[config.mk]
export PLATFORM = sky130hd
export DESIGN_NAME = cpc_converter
export DESIGN_NICKNAME = d
export VERILOG_FILES = /design/src/include/cpc_pkg.sv /design/src/rtl/cpc_converter.sv
export VERILOG_INCLUDE_DIRS = /design/src /design/src/include
export SDC_FILE = /design/constraint.sdc
export NUM_CORES = 1
export LEC_CHECK = 0
export BUFFER_PORTS_ARGS = -buffer_cell sky130_fd_sc_hd__buf_2
export CAP_MARGIN = 20
export CELL_PAD_IN_SITES_DETAIL_PLACEMENT = 1
export CELL_PAD_IN_SITES_GLOBAL_PLACEMENT = 1
export CORE_ASPECT_RATIO = 0.6
export CORE_UTILIZATION = 50
export CTS_CLUSTER_DIAMETER = 100
export DETAILED_ROUTE_END_ITERATION = 12
export PLACE_DENSITY = 0.95
export SLEW_MARGIN = 15
export SYNTH_ARGS = -nofsm -noshare
export SYNTH_HDL_FRONTEND = slang
export SYNTH_SLANG_ARGS = --single-unit
export TNS_END_PERCENT = 5
[constraint.sdc]
create_clock -name clock -period 12 [get_ports clock]
set_clock_uncertainty 0.15 [all_clocks]
set_input_delay 1.8 -clock clock [delete_from_list [all_inputs] [get_ports clock]]
set_output_delay 1.8 -clock clock [all_outputs]
set_load 0.005 [all_outputs]
[src/include/cpc_params.svh]
// Constants for the Cartesian to polar converter.
// Functional notes
// [RULE1] Takes 18-bit I and Q, computes vector magnitude and phase angle.
// [RULE2] Phase is 18 bits truncated; all to discriminator, top 16 to formatter.
// [RULE3] 16-bit phase scales angle by 1/(2*pi), valid signed or unsigned.
// [RULE4] Phase top bit weighs 180 degrees, each lower bit half the one above.
// [RULE5] Magnitude is 16-bit unsigned up to about 2.32, gain 1.64676 included.
// [RULE6] Magnitude bit 15 always zero; bit 13 is unity, bit 0 two to minus 13.
// [RULE7] Full precision takes 17 clocks, then results go to the holding register.
// [RULE8] A new sample before completion latches partial results and restarts.
// [RULE9] Each extra iteration roughly halves phase error, about 3.5 degrees at 6.
// [RULE10] FIR routing mode takes full 26-bit FIR I and Q, bypassing gain stage.
// [RULE11] Configuring party sets FIR routing select one, normal routing zero.
// [RULE12] With FIR routing, discriminator still gets top 18 phase bits.
// [RULE13] Capture gated by gain strobe, or resampler strobe when resampler enabled.
// [RULE14] Resampler bypassed: FIR data sampled 6 clocks after it becomes ready.
// [RULE15] Resampler enabled: strobe lags FIR ready by 6 plus resampler latency.
// [RULE16] Configuring party should bypass resampler when using FIR routing.
// [RULE17] Q zero select forces quadrature input to zero; magnitude of I alone.
// [RULE18] One-cycle result strobe each time a new result pair is latched.
`ifndef CPC_PARAMS_SVH
`define CPC_PARAMS_SVH
`define CPC_IN_W 18
`define CPC_FIR_W 26
`define CPC_PAD_W 8
`define CPC_DP_W 28
`define CPC_PH_W 18
`define CPC_OUT_W 16
`define CPC_IT_W 4
`define CPC_ITER_LAST 4'hf
`define CPC_HALF_TURN 18'h20000
`define CPC_MAG_LSB 12
`endif

[src/include/cpc_pkg.sv]
// Types for the Cartesian to polar converter.
`include "cpc_params.svh"
package cpc_pkg;
  typedef enum logic [1:0]
  {
    CPC_IDLE = 2'b00,
    CPC_RUN  = 2'b01
  } cpc_state_t;

  typedef struct packed
  {
    cpc_state_t                     state;
    logic [`CPC_IT_W-1:0]           iter;
    logic signed [`CPC_DP_W-1:0]    x;
    logic signed [`CPC_DP_W-1:0]    y;
    logic [`CPC_PH_W-1:0]           z;
    logic [`CPC_FIR_W-1:0]          fir_i;
    logic [`CPC_FIR_W-1:0]          fir_q;
    logic [`CPC_OUT_W-1:0]          mag;
    logic [`CPC_PH_W-1:0]           ph;
    logic                           vld;
  } cpc_regs_t;
endpackage : cpc_pkg

[src/rtl/cpc_converter.sv]
// Iterative Cartesian to polar converter with early result latching.
`timescale 1ns/1ps
`include "cpc_params.svh"
module cpc_converter
(
  input  wire logic                   clock,
  input  wire logic                   reset_n,
  input  wire logic [`CPC_IN_W-1:0]   agc_i,
  input  wire logic [`CPC_IN_W-1:0]   agc_q,
  input  wire logic                   agc_ready,
  input  wire logic [`CPC_IN_W-1:0]   rsmp_i,
  input  wire logic [`CPC_IN_W-1:0]   rsmp_q,
  input  wire logic                   rsmp_ready,
  input  wire logic                   rsmp_enable,
  input  wire logic [`CPC_FIR_W-1:0]  fir_i,
  input  wire logic [`CPC_FIR_W-1:0]  fir_q,
  input  wire logic                   fir_ready,
  input  wire logic                   fir_route,
  input  wire logic                   q_zero,
  output logic      [`CPC_OUT_W-1:0]  mag_out,
  output logic      [`CPC_PH_W-1:0]   phase_disc,
  output logic      [`CPC_OUT_W-1:0]  phase_fmt,
  output logic                        result_valid
);
  import cpc_pkg::*;

  cpc_regs_t                    st_r;
  cpc_regs_t                    st_nxt;
  logic                         rst_m_r;
  logic                         rst_n_r;
  logic                         strobe;
  logic                         busy;
  logic [`CPC_FIR_W-1:0]        src_i;
  logic [`CPC_FIR_W-1:0]        src_q;
  logic signed [`CPC_DP_W-1:0]  ld_i;
  logic signed [`CPC_DP_W-1:0]  ld_q;
  logic signed [`CPC_DP_W-1:0]  sx;
  logic signed [`CPC_DP_W-1:0]  sy;
  logic signed [`CPC_DP_W-1:0]  ix;
  logic signed [`CPC_DP_W-1:0]  iy;
  logic [`CPC_PH_W-1:0]         iz;

  // Arctangent of two to the minus k, in units of a full turn over 2^18.
  function automatic logic [`CPC_PH_W-1:0] cpc_atan
  (
    input logic [`CPC_IT_W-1:0] k
  );
    case (k)
      4'h0:    cpc_atan = 18'h08000;
      4'h1:    cpc_atan = 18'h04b90;
      4'h2:    cpc_atan = 18'h027ed;
      4'h3:    cpc_atan = 18'h01444;
      4'h4:    cpc_atan = 18'h00a2c;
      4'h5:    cpc_atan = 18'h00517;
      4'h6:    cpc_atan = 18'h0028c;
      4'h7:    cpc_atan = 18'h00146;
      4'h8:    cpc_atan = 18'h000a3;
      4'h9:    cpc_atan = 18'h00051;
      4'ha:    cpc_atan = 18'h00029;
      4'hb:    cpc_atan = 18'h00014;
      4'hc:    cpc_atan = 18'h0000a;
      4'hd:    cpc_atan = 18'h00005;
      4'he:    cpc_atan = 18'h00003;
      default: cpc_atan = 18'h00001;
    endcase
  endfunction : cpc_atan

  // Sign extends a 26-bit input word to the datapath width.
  function automatic logic signed [`CPC_DP_W-1:0] cpc_ext
  (
    input logic [`CPC_FIR_W-1:0] v
  );
    cpc_ext = {{(`CPC_DP_W-`CPC_FIR_W){v[`CPC_FIR_W-1]}}, v};
  endfunction : cpc_ext

  // Takes the 16-bit magnitude with bit 13 as unity and the top bit cleared.
  function automatic logic [`CPC_OUT_W-1:0] cpc_mag
  (
    input logic signed [`CPC_DP_W-1:0] x
  );
    cpc_mag = {1'b0, x[`CPC_DP_W-2:`CPC_MAG_LSB]}; // RULE5 RULE6
  endfunction : cpc_mag

  // Releases the reset through two flip-flops.
  always_ff @(posedge clock or negedge reset_n)
  begin
    if (!reset_n)
    begin
      rst_m_r <= 1'b0;
      rst_n_r <= 1'b0;
    end
    else
    begin
      rst_m_r <= 1'b1;
      rst_n_r <= rst_m_r;
    end
  end

  assign busy   = (st_r.state == CPC_RUN);
  assign strobe = rsmp_enable ? rsmp_ready : agc_ready; // RULE13 RULE15

  always_comb
  begin
    st_nxt = st_r;
    st_nxt.vld = 1'b0;
    src_i = '0;
    src_q = '0;
    ld_i  = '0;
    ld_q  = '0;
    sx    = st_r.x >>> st_r.iter;
    sy    = st_r.y >>> st_r.iter;
    ix    = st_r.x;
    iy    = st_r.y;
    iz    = st_r.z;

    // FIR words are held from their ready pulse until the delayed strobe.
    if (fir_ready)
    begin
      st_nxt.fir_i = fir_i; // RULE14
      st_nxt.fir_q = fir_q;
    end

    // One rotation per clock drives the vector onto the positive x axis.
    if (busy)
    begin
      if (!st_r.y[`CPC_DP_W-1])
      begin
        ix = st_r.x + sy;
        iy = st_r.y - sx;
        iz = st_r.z + cpc_atan(st_r.iter); // RULE9
      end
      else
      begin
        ix = st_r.x - sy;
        iy = st_r.y + sx;
        iz = st_r.z - cpc_atan(st_r.iter); // RULE9
      end
      st_nxt.x    = ix;
      st_nxt.y    = iy;
      st_nxt.z    = iz;
      st_nxt.iter = st_r.iter + 4'h1;
      if (st_r.iter == `CPC_ITER_LAST)
      begin
        st_nxt.state = CPC_IDLE;
        st_nxt.mag   = cpc_mag(ix); // RULE7
        st_nxt.ph    = iz; // RULE2 RULE3 RULE4
        st_nxt.vld   = 1'b1; // RULE18
      end
    end

    if (strobe)
    begin
      // A sample arriving mid-conversion captures the refinement so far.
      if (busy)
      begin
        st_nxt.mag = cpc_mag(ix); // RULE8
        st_nxt.ph  = iz; // RULE8
        st_nxt.vld = 1'b1; // RULE18
      end
      if (fir_route)
      begin
        src_i = st_r.fir_i; // RULE10
        src_q = st_r.fir_q; // RULE10
      end
      else if (rsmp_enable)
      begin
        src_i = {rsmp_i, {`CPC_PAD_W{1'b0}}}; // RULE1
        src_q = {rsmp_q, {`CPC_PAD_W{1'b0}}};
      end
      else
      begin
        src_i = {agc_i, {`CPC_PAD_W{1'b0}}}; // RULE1
        src_q = {agc_q, {`CPC_PAD_W{1'b0}}};
      end
      if (q_zero)
      begin
        src_q = '0; // RULE17
      end
      ld_i = cpc_ext(src_i);
      ld_q = cpc_ext(src_q);
      // Vectors in the left half plane are turned by half a circle first.
      if (ld_i < 0)
      begin
        st_nxt.x = -ld_i;
        st_nxt.y = -ld_q;
        st_nxt.z = `CPC_HALF_TURN; // RULE4
      end
      else
      begin
        st_nxt.x = ld_i;
        st_nxt.y = ld_q;
        st_nxt.z = '0;
      end
      st_nxt.iter  = '0;
      st_nxt.state = CPC_RUN;
    end

    case (st_nxt.state)
      CPC_IDLE: st_nxt.state = CPC_IDLE;
      CPC_RUN:  st_nxt.state = CPC_RUN;
      default:  st_nxt.state = CPC_IDLE;
    endcase
  end

  always_ff @(posedge clock or negedge rst_n_r)
  begin
    if (!rst_n_r)
    begin
      st_r <= '0;
    end
    else
    begin
      st_r <= st_nxt;
    end
  end

  assign mag_out      = st_r.mag;
  assign phase_disc   = st_r.ph; // RULE2 RULE12
  assign phase_fmt    = st_r.ph[`CPC_PH_W-1:`CPC_PH_W-`CPC_OUT_W]; // RULE2 RULE3
  assign result_valid = st_r.vld;
endmodule : cpc_converter

==> results of run 1 <==
[final timing paths]
check,start,end,slack (ns),depth (start not counted)
setup / recovery,st_r[161]$_DFFE_PN0P_,st_r[129]$_DFFE_PN0P_,4.71,20
hold / removal,rst_m_r$_DFF_PN0_,rst_n_r$_DFF_PN0_,0.22,0
setup reg to reg,st_r[161]$_DFFE_PN0P_,st_r[129]$_DFFE_PN0P_,4.71,20
hold reg to reg,rst_m_r$_DFF_PN0_,rst_n_r$_DFF_PN0_,0.22,0
max in group asynchronous,rst_n_r$_DFF_PN0_,st_r[53]$_DFFE_PN0P_,9.32,2
min in group asynchronous,rst_n_r$_DFF_PN0_,phase_disc[12]$_DFF_PN0_,0.26,0
[per-stage QoR]
stage / cell area [sq um] / hold WS (ns)
global route: 18970 / 0.2367
detailed placement: 18360 / 0.1941
CTS: 18960 / 0.2233
finish: 18970 / 0.2208
global placement: 18360 / 0.1874
floorplan: 17610 / 0.1812
[layout make-up]
class | instances | area, sq um
clock inverter | 13 | 162.7
tap | 459 | 574.3
inverter | 47 | 176.4
fill | 4076 | 15180
timing repair buffer | 204 | 1084
clock buffer | 19 | 432.9
sequential | 168 | 4220
multi-input combinational | 1673 | 12320
[worst max-delay path, cell delays in order, from the launching register on]
cell	delay (ns)
dfrtp_4	0.63
buf_4	0.72
inv_2	0.56
mux4_2	0.63
mux2i_1	0.31
o211ai_1	0.25
nor3_1	0.39
nand2_1	0.16
nor2_1	0.30
a31oi_1	0.15
xnor2_1	0.17
ha_1	0.37
o21a_1	0.13
o21ai_0	0.19
a21boi_0	0.18
nand4_1	0.13
a21oi_1	0.07
o41ai_1	0.89
o21bai_1	0.21
a211o_1	0.37
and3_1	0.17
[cell families (layout without fill, tap and decap cells)]
family	Yosys count	count (layout)	share of synthesized area, %
AOI/OAI and AO/OA	535	535	19.03
xor gates and xnor gates	156	156	7.758
adders and majority gates	87	87	6.309
buffers and inverters	222	283	6.245
DFF	168	168	23.87
muxes	269	269	19.77
other	1	1	0.02129
and+or+nand+nor	625	625	16.99
[routing by layer]
layer	wire length, um	vias to the layer above	part of all wire [%]	global-route usage (%)
met4	3052	0	4.3	16.97
met1	28140	8766	40	49.77
li1	-	7567	-	-
met5	0	-	0	0
met2	32450	1029	46	63.81
met3	6601	261	9.4	9.041
[sequential cells by signal (all words and copies together), names as in the netlist, named ones only]
signal	count
mag_out	12
phase_disc	18
result_valid	1
rst_m_r	1
rst_n_r	1
st_r	131
[cells in the final DEF (no fill, tap or decap), types with 16 or more instances in the layout]
cell	n
mux2i_1	102
a31oi_1	34
buf_2	181
nand2_1	197
nor3_1	48
dfrtp_1	161
xor2_1	58
and3_1	19
nor2b_1	36
ha_1	84
nand3_1	35
mux2_2	99
o21a_1	29
inv_1	42
and2_1	22
nor2_1	165
mux4_2	49
clkbuf_16	17
xnor2_1	98
nand2b_1	17
o21ai_0	108
a211oi_1	25
a21oi_1	173
a21o_1	33
buf_4	22
mux2_1	16
==> results.ini, run 1 <==
[grt]
antenna_found_initial=1
grt.total_usage_pct=39.11
grt_pass1_vias=18465
grt_pass1_wl_um=108700
grt_max_degree=73
grt-ovfl-total=0

[synthesis]
synthesis.nets=2282
syn_area_per_cell_sq_um=8.537
ys_seq_area_share_pct=23.87
synth_edf_count=0
synth.largest_area_cell=dfrtp_1
yosysUniqueCellTypes=83
synthTopCellsByCount=nand2_1 (198), a21oi_1 (173), dfrtp_1 (168)
syn_area_sq_mm=0.01761
yosysWarnings=0
postSynth.asyncResetShare_pct=100.0
ys_ff_latch=168
synth_top_area_share_pct=23.87
synth_area_leaders=dfrtp_1 (24%), mux2_2 (6.3%), mux4_2 (6.3%), ha_1 (6.0%), mux2i_1 (5.9%)
synthFlopType=dfrtp_1
synth_cells=2063
yosysMostFrequentCell=nand2_1

[sta]
fin_tns_setup_ns=0
layout_setup_ws_ns=4.711
rsz0062_at_grt=false
min_period_over_period_pct=60.74
period_needed_ns=7.289
fmax_ghz=0.1372
hold_viol=0
tightest_slew_ns=1.283
slew_headroom_pct=13.67
slew_violations=0
setup_viol=0

[finish]
final_util_pct=55.55
fin_nets=2330
n_antenna_cell=0
post_route_cells_drive_above_1_share_pct=19.77
stdcell_count=2583
syn2layout_area_growth_pct=7.729

[routing]
ant_nets=0
vias=17623
drc_errors=0
drt_wl_total_um=70250
viasPerCell=6.823
drtIter0Drc=2019
drt-pass1-iter-count=6
wl_per_cell_um=27.20

[setup_path]
crit_path_end_kind=flop
crit_required_ns=12.20
crit_fanout=52
start_kind=flop
crit_arrival_ns=7.49
path_class=reg -> reg

[place]
place_ws_ns=5.009
dp_hpwl_um=50720
gp_congestion=0.9713
portBuffers=182
placedCellCount=2550

[clocking]
cts_tree=done
clock_latency_ns=0.47
hold_buffers=0
htreeDepth=4
cts_made_buffers=17
cts_buffer_depth=2
clkSinkCount=168
post_cts_resized=0
post_cts_buffers=0
cts_root_buf=clkbuf_16
clk_pin_slew_ns=0.08

[floorplanning]
start_util_pct=51.56
core_area_sq_mm=0.03416
dieWidth_um=244.3
io-pin-count=183
die-area_sq_mm=0.03600
die_h_um=147.4
rows=52

[status]
status=finished, final reports clean

[run]
maxCapViolCount=0

[hold_path]
min_path_type=reg -> reg

Power of run 1 is not shown: default switching activity piles up to over one toggle a cycle in this logic, so the estimate is an artifact.
==> inputs of run 2 (changes only) <==
- CORE_UTILIZATION: 50 -> 46
- PLACE_DENSITY: 0.95 -> 0.92
- clock period: 12 -> 7.47 ns (I/O delays scaled with it)
==> run 2 against run 1 <==
  * Global-route usage is 5.2 points lower
  * Count of clock-buffer cells in the layout shrank 1
  * Worst hold slack gained 0.0037 ns
  * Non-clock buffer count up 2
  * Fmax decreased by 1.2%
  * Sequential cell count is the same
==> results.ini, run 2 (synthesis gave the netlist of run 1 again) <==
[clocking]
cts_made_buffers=17  ; unchanged
cts_tree=done  ; unchanged
clock_latency_ns=0.48  ; was 0.47 ns
cts_root_buf=clkbuf_16  ; unchanged
cts_buffer_depth=2  ; unchanged
post_cts_buffers=0  ; unchanged
clkSinkCount=168  ; unchanged
htreeDepth=4  ; unchanged
clk_pin_slew_ns=0.09  ; was 0.08 ns
hold_buffers=0  ; unchanged

[grt]
grt_pass1_wl_um=103100  ; was 108700 um
grt_max_degree=120  ; was 73
antenna_found_initial=1  ; unchanged
grt_pass1_vias=17726  ; was 18465
grt-ovfl-total=0  ; unchanged
grt.total_usage_pct=33.96  ; was 39.11%

[place]
portBuffers=182  ; unchanged
placed_area_sq_mm=0.01848  ; was 0.01836 sq mm
dp_hpwl_um=49130  ; was 50720 um
place_ws_ns=0.6432  ; was 5.009 ns
gp_congestion=0.9676  ; was 0.9713

[sta]
min_period_over_period_pct=98.78  ; was 60.74%
tightest_slew_ns=1.167  ; was 1.283 ns
slew_violations=0  ; unchanged
period_needed_ns=7.379  ; was 7.289 ns
fmax_ghz=0.1355  ; was 0.1372 GHz
layout_setup_ws_ns=0.09081  ; was 4.711 ns
hold_viol=0  ; unchanged
setup_viol=0  ; unchanged
fin_tns_setup_ns=0  ; unchanged
rsz0062_at_grt=false  ; unchanged
hold_ws_ns=0.2246  ; was 0.2208 ns
slew_headroom_pct=20.19  ; was 13.67%

[floorplanning]
io-pin-count=183  ; unchanged
die-area_sq_mm=0.03910  ; was 0.03600 sq mm
rows=55  ; was 52
die_h_um=153.6  ; was 147.4 um
dieWidth_um=254.6  ; was 244.3 um
core_area_sq_mm=0.03771  ; was 0.03416 sq mm
start_util_pct=46.70  ; was 51.56%

[setup_path]
crit_fanout=80  ; was 52
critical_path.top_delay_family=compound AO/OA/AOI/OAI gates  ; unchanged
crit_arrival_ns=7.63  ; was 7.49 ns
crit_chain=mux4_2 -> mux2_2 -> mux2_2 -> inv_1 -> ha_1 -> mux2_2 -> fa_1 -> nor2b_1 -> o21a_1 -> o21ai_0 -> a211o_1 -> a31o_2 -> a2111oi_0 -> o21ai_0 -> a2111oi_0 -> nand3b_1  ; was buf_4 -> inv_2 -> mux4_2 -> mux2i_1 -> o211ai_1 -> nor3_1 -> nand2_1 -> nor2_1 -> a31oi_1 -> xnor2_1 -> ha_1 -> o21a_1 -> o21ai_0 -> a21boi_0 -> nand4_1 -> a21oi_1 -> o41ai_1 -> o21bai_1 -> a211o_1 -> and3_1
path_class=reg -> reg  ; unchanged
r2r_start=st_r[162]$_DFFE_PN0P_  ; was st_r[161]$_DFFE_PN0P_
critPathSlowestCell=dfrtp_4  ; was o41ai_1
ff2ff_setup_slack_ns=0.09  ; was 4.71 ns
crit_path_end_kind=flop  ; unchanged
reg2reg_depth=16  ; was 20
reg2reg_to=st_r[159]$_DFFE_PN0P_  ; was st_r[129]$_DFFE_PN0P_
crit_required_ns=7.72  ; was 12.20 ns
worst-path-buf-inv=1  ; was 2
start_kind=flop  ; unchanged
max_stage_delay_ns=1.13  ; was 0.89 ns
cp_common_cell=mux2_2

[finish]
post_route_cells_drive_above_1_share_pct=20.04  ; was 19.77%
fin_area_sq_mm=0.01908  ; was 0.01897 sq mm
syn2layout_area_growth_pct=8.333  ; was 7.729%
largest_register_ffs=131  ; unchanged
layout_common_cells=nand2_1 (197), buf_2 (181), a21oi_1 (173), nor2_1 (164), dfrtp_1 (161)  ; was nand2_1 (197), buf_2 (181), a21oi_1 (173), nor2_1 (165), dfrtp_1 (161)
final_common_cell=nand2_1  ; unchanged
fin_nets=2332  ; was 2330
top_register=st_r  ; unchanged

[status]
status=finished, final reports clean  ; unchanged

[routing]
drc_errors=0  ; unchanged
drtIter0Drc=1625  ; was 2019
viasPerCell=6.516  ; was 6.823
wl_per_cell_um=25.18  ; was 27.20 um
drt-pass1-iter-count=5  ; was 6
drt_wl_total_um=66480  ; was 70250 um
ant_nets=0  ; unchanged
vias=17202  ; was 17623

[hold_path]
min_path_cells=0  ; unchanged
hold_path_end=rst_n_r$_DFF_PN0_  ; unchanged
hp-start=rst_m_r$_DFF_PN0_  ; unchanged
min_path_type=reg -> reg  ; unchanged

[run]
maxCapViolCount=0  ; unchanged

[run 2: cell types whose count changed in the layout (fill, tap and decap cells not counted), sizes merged]
cell          before  now
inv               53   54
bufinv             2    0
dlymetal6s2s       1    0
diode              0    1
clkinvlp           1    2
clkinv             4    5
clkbuf            19   18
buf              203  206
[run 2: worst max-delay path by stage]
stage / slack (ns) / to / start / cells past startpoint
3_5_place_dp: 0.64 / st_r[159]$_DFFE_PN0P_ / st_r[162]$_DFFE_PN0P_ / 16
6_report: 0.09 / st_r[159]$_DFFE_PN0P_ / st_r[162]$_DFFE_PN0P_ / 16
4_1_cts: 0.38 / st_r[159]$_DFFE_PN0P_ / st_r[162]$_DFFE_PN0P_ / 16
5_1_grt: 0.006 / st_r[159]$_DFFE_PN0P_ / st_r[162]$_DFFE_PN0P_ / 16
3_3_place_gp: 1.19 / st_r[159]$_DFFE_PN0P_ / st_r[162]$_DFFE_PN0P_ / 16
2_1_floorplan: 1.86 / st_r[130]$_DFFE_PN0P_ / st_r[161]$_DFFE_PN0P_ / 21
[run 2: timing repair]
| action | in CTS | in global routing |
|---|---|---|
| hold endpoints to repair | 0 | 0 |
| setup endpoints to repair | 0 | 1 |
| resized for setup | 0 | 1 |
[run 2: routing by layer]
layer / global-route usage [%] / wire length [um] / up-vias
met4: 12.75 / 2288 / 0
met3: 8.058 / 6109 / 164
met2: 53.85 / 30420 / 864
met1: 44.82 / 27670 / 8608
met5: 0 / 0 / -
li1: - / - / 7566
[run 2: stage by stage]
step                std cells  utilization [%]
finish                   2640            50.59
global route             2639            50.59
CTS                      2639            50.57
detailed placement       2607            49.00
global placement         2607            49.00
floorplan                2063                -
[run 2: layout make-up]
cell class / instances / area [sq um]
sequential: 168 / 4220
fill: 4579 / 18630
multi-input combinational: 1673 / 12330
antenna: 1 / 2.502
clock buffer: 18 / 439.2
timing repair buffer: 206 / 1119
inverter: 47 / 176.4
tap: 513 / 641.9
clock inverter: 14 / 155.1
Power of run 2 is left out for the same reason.
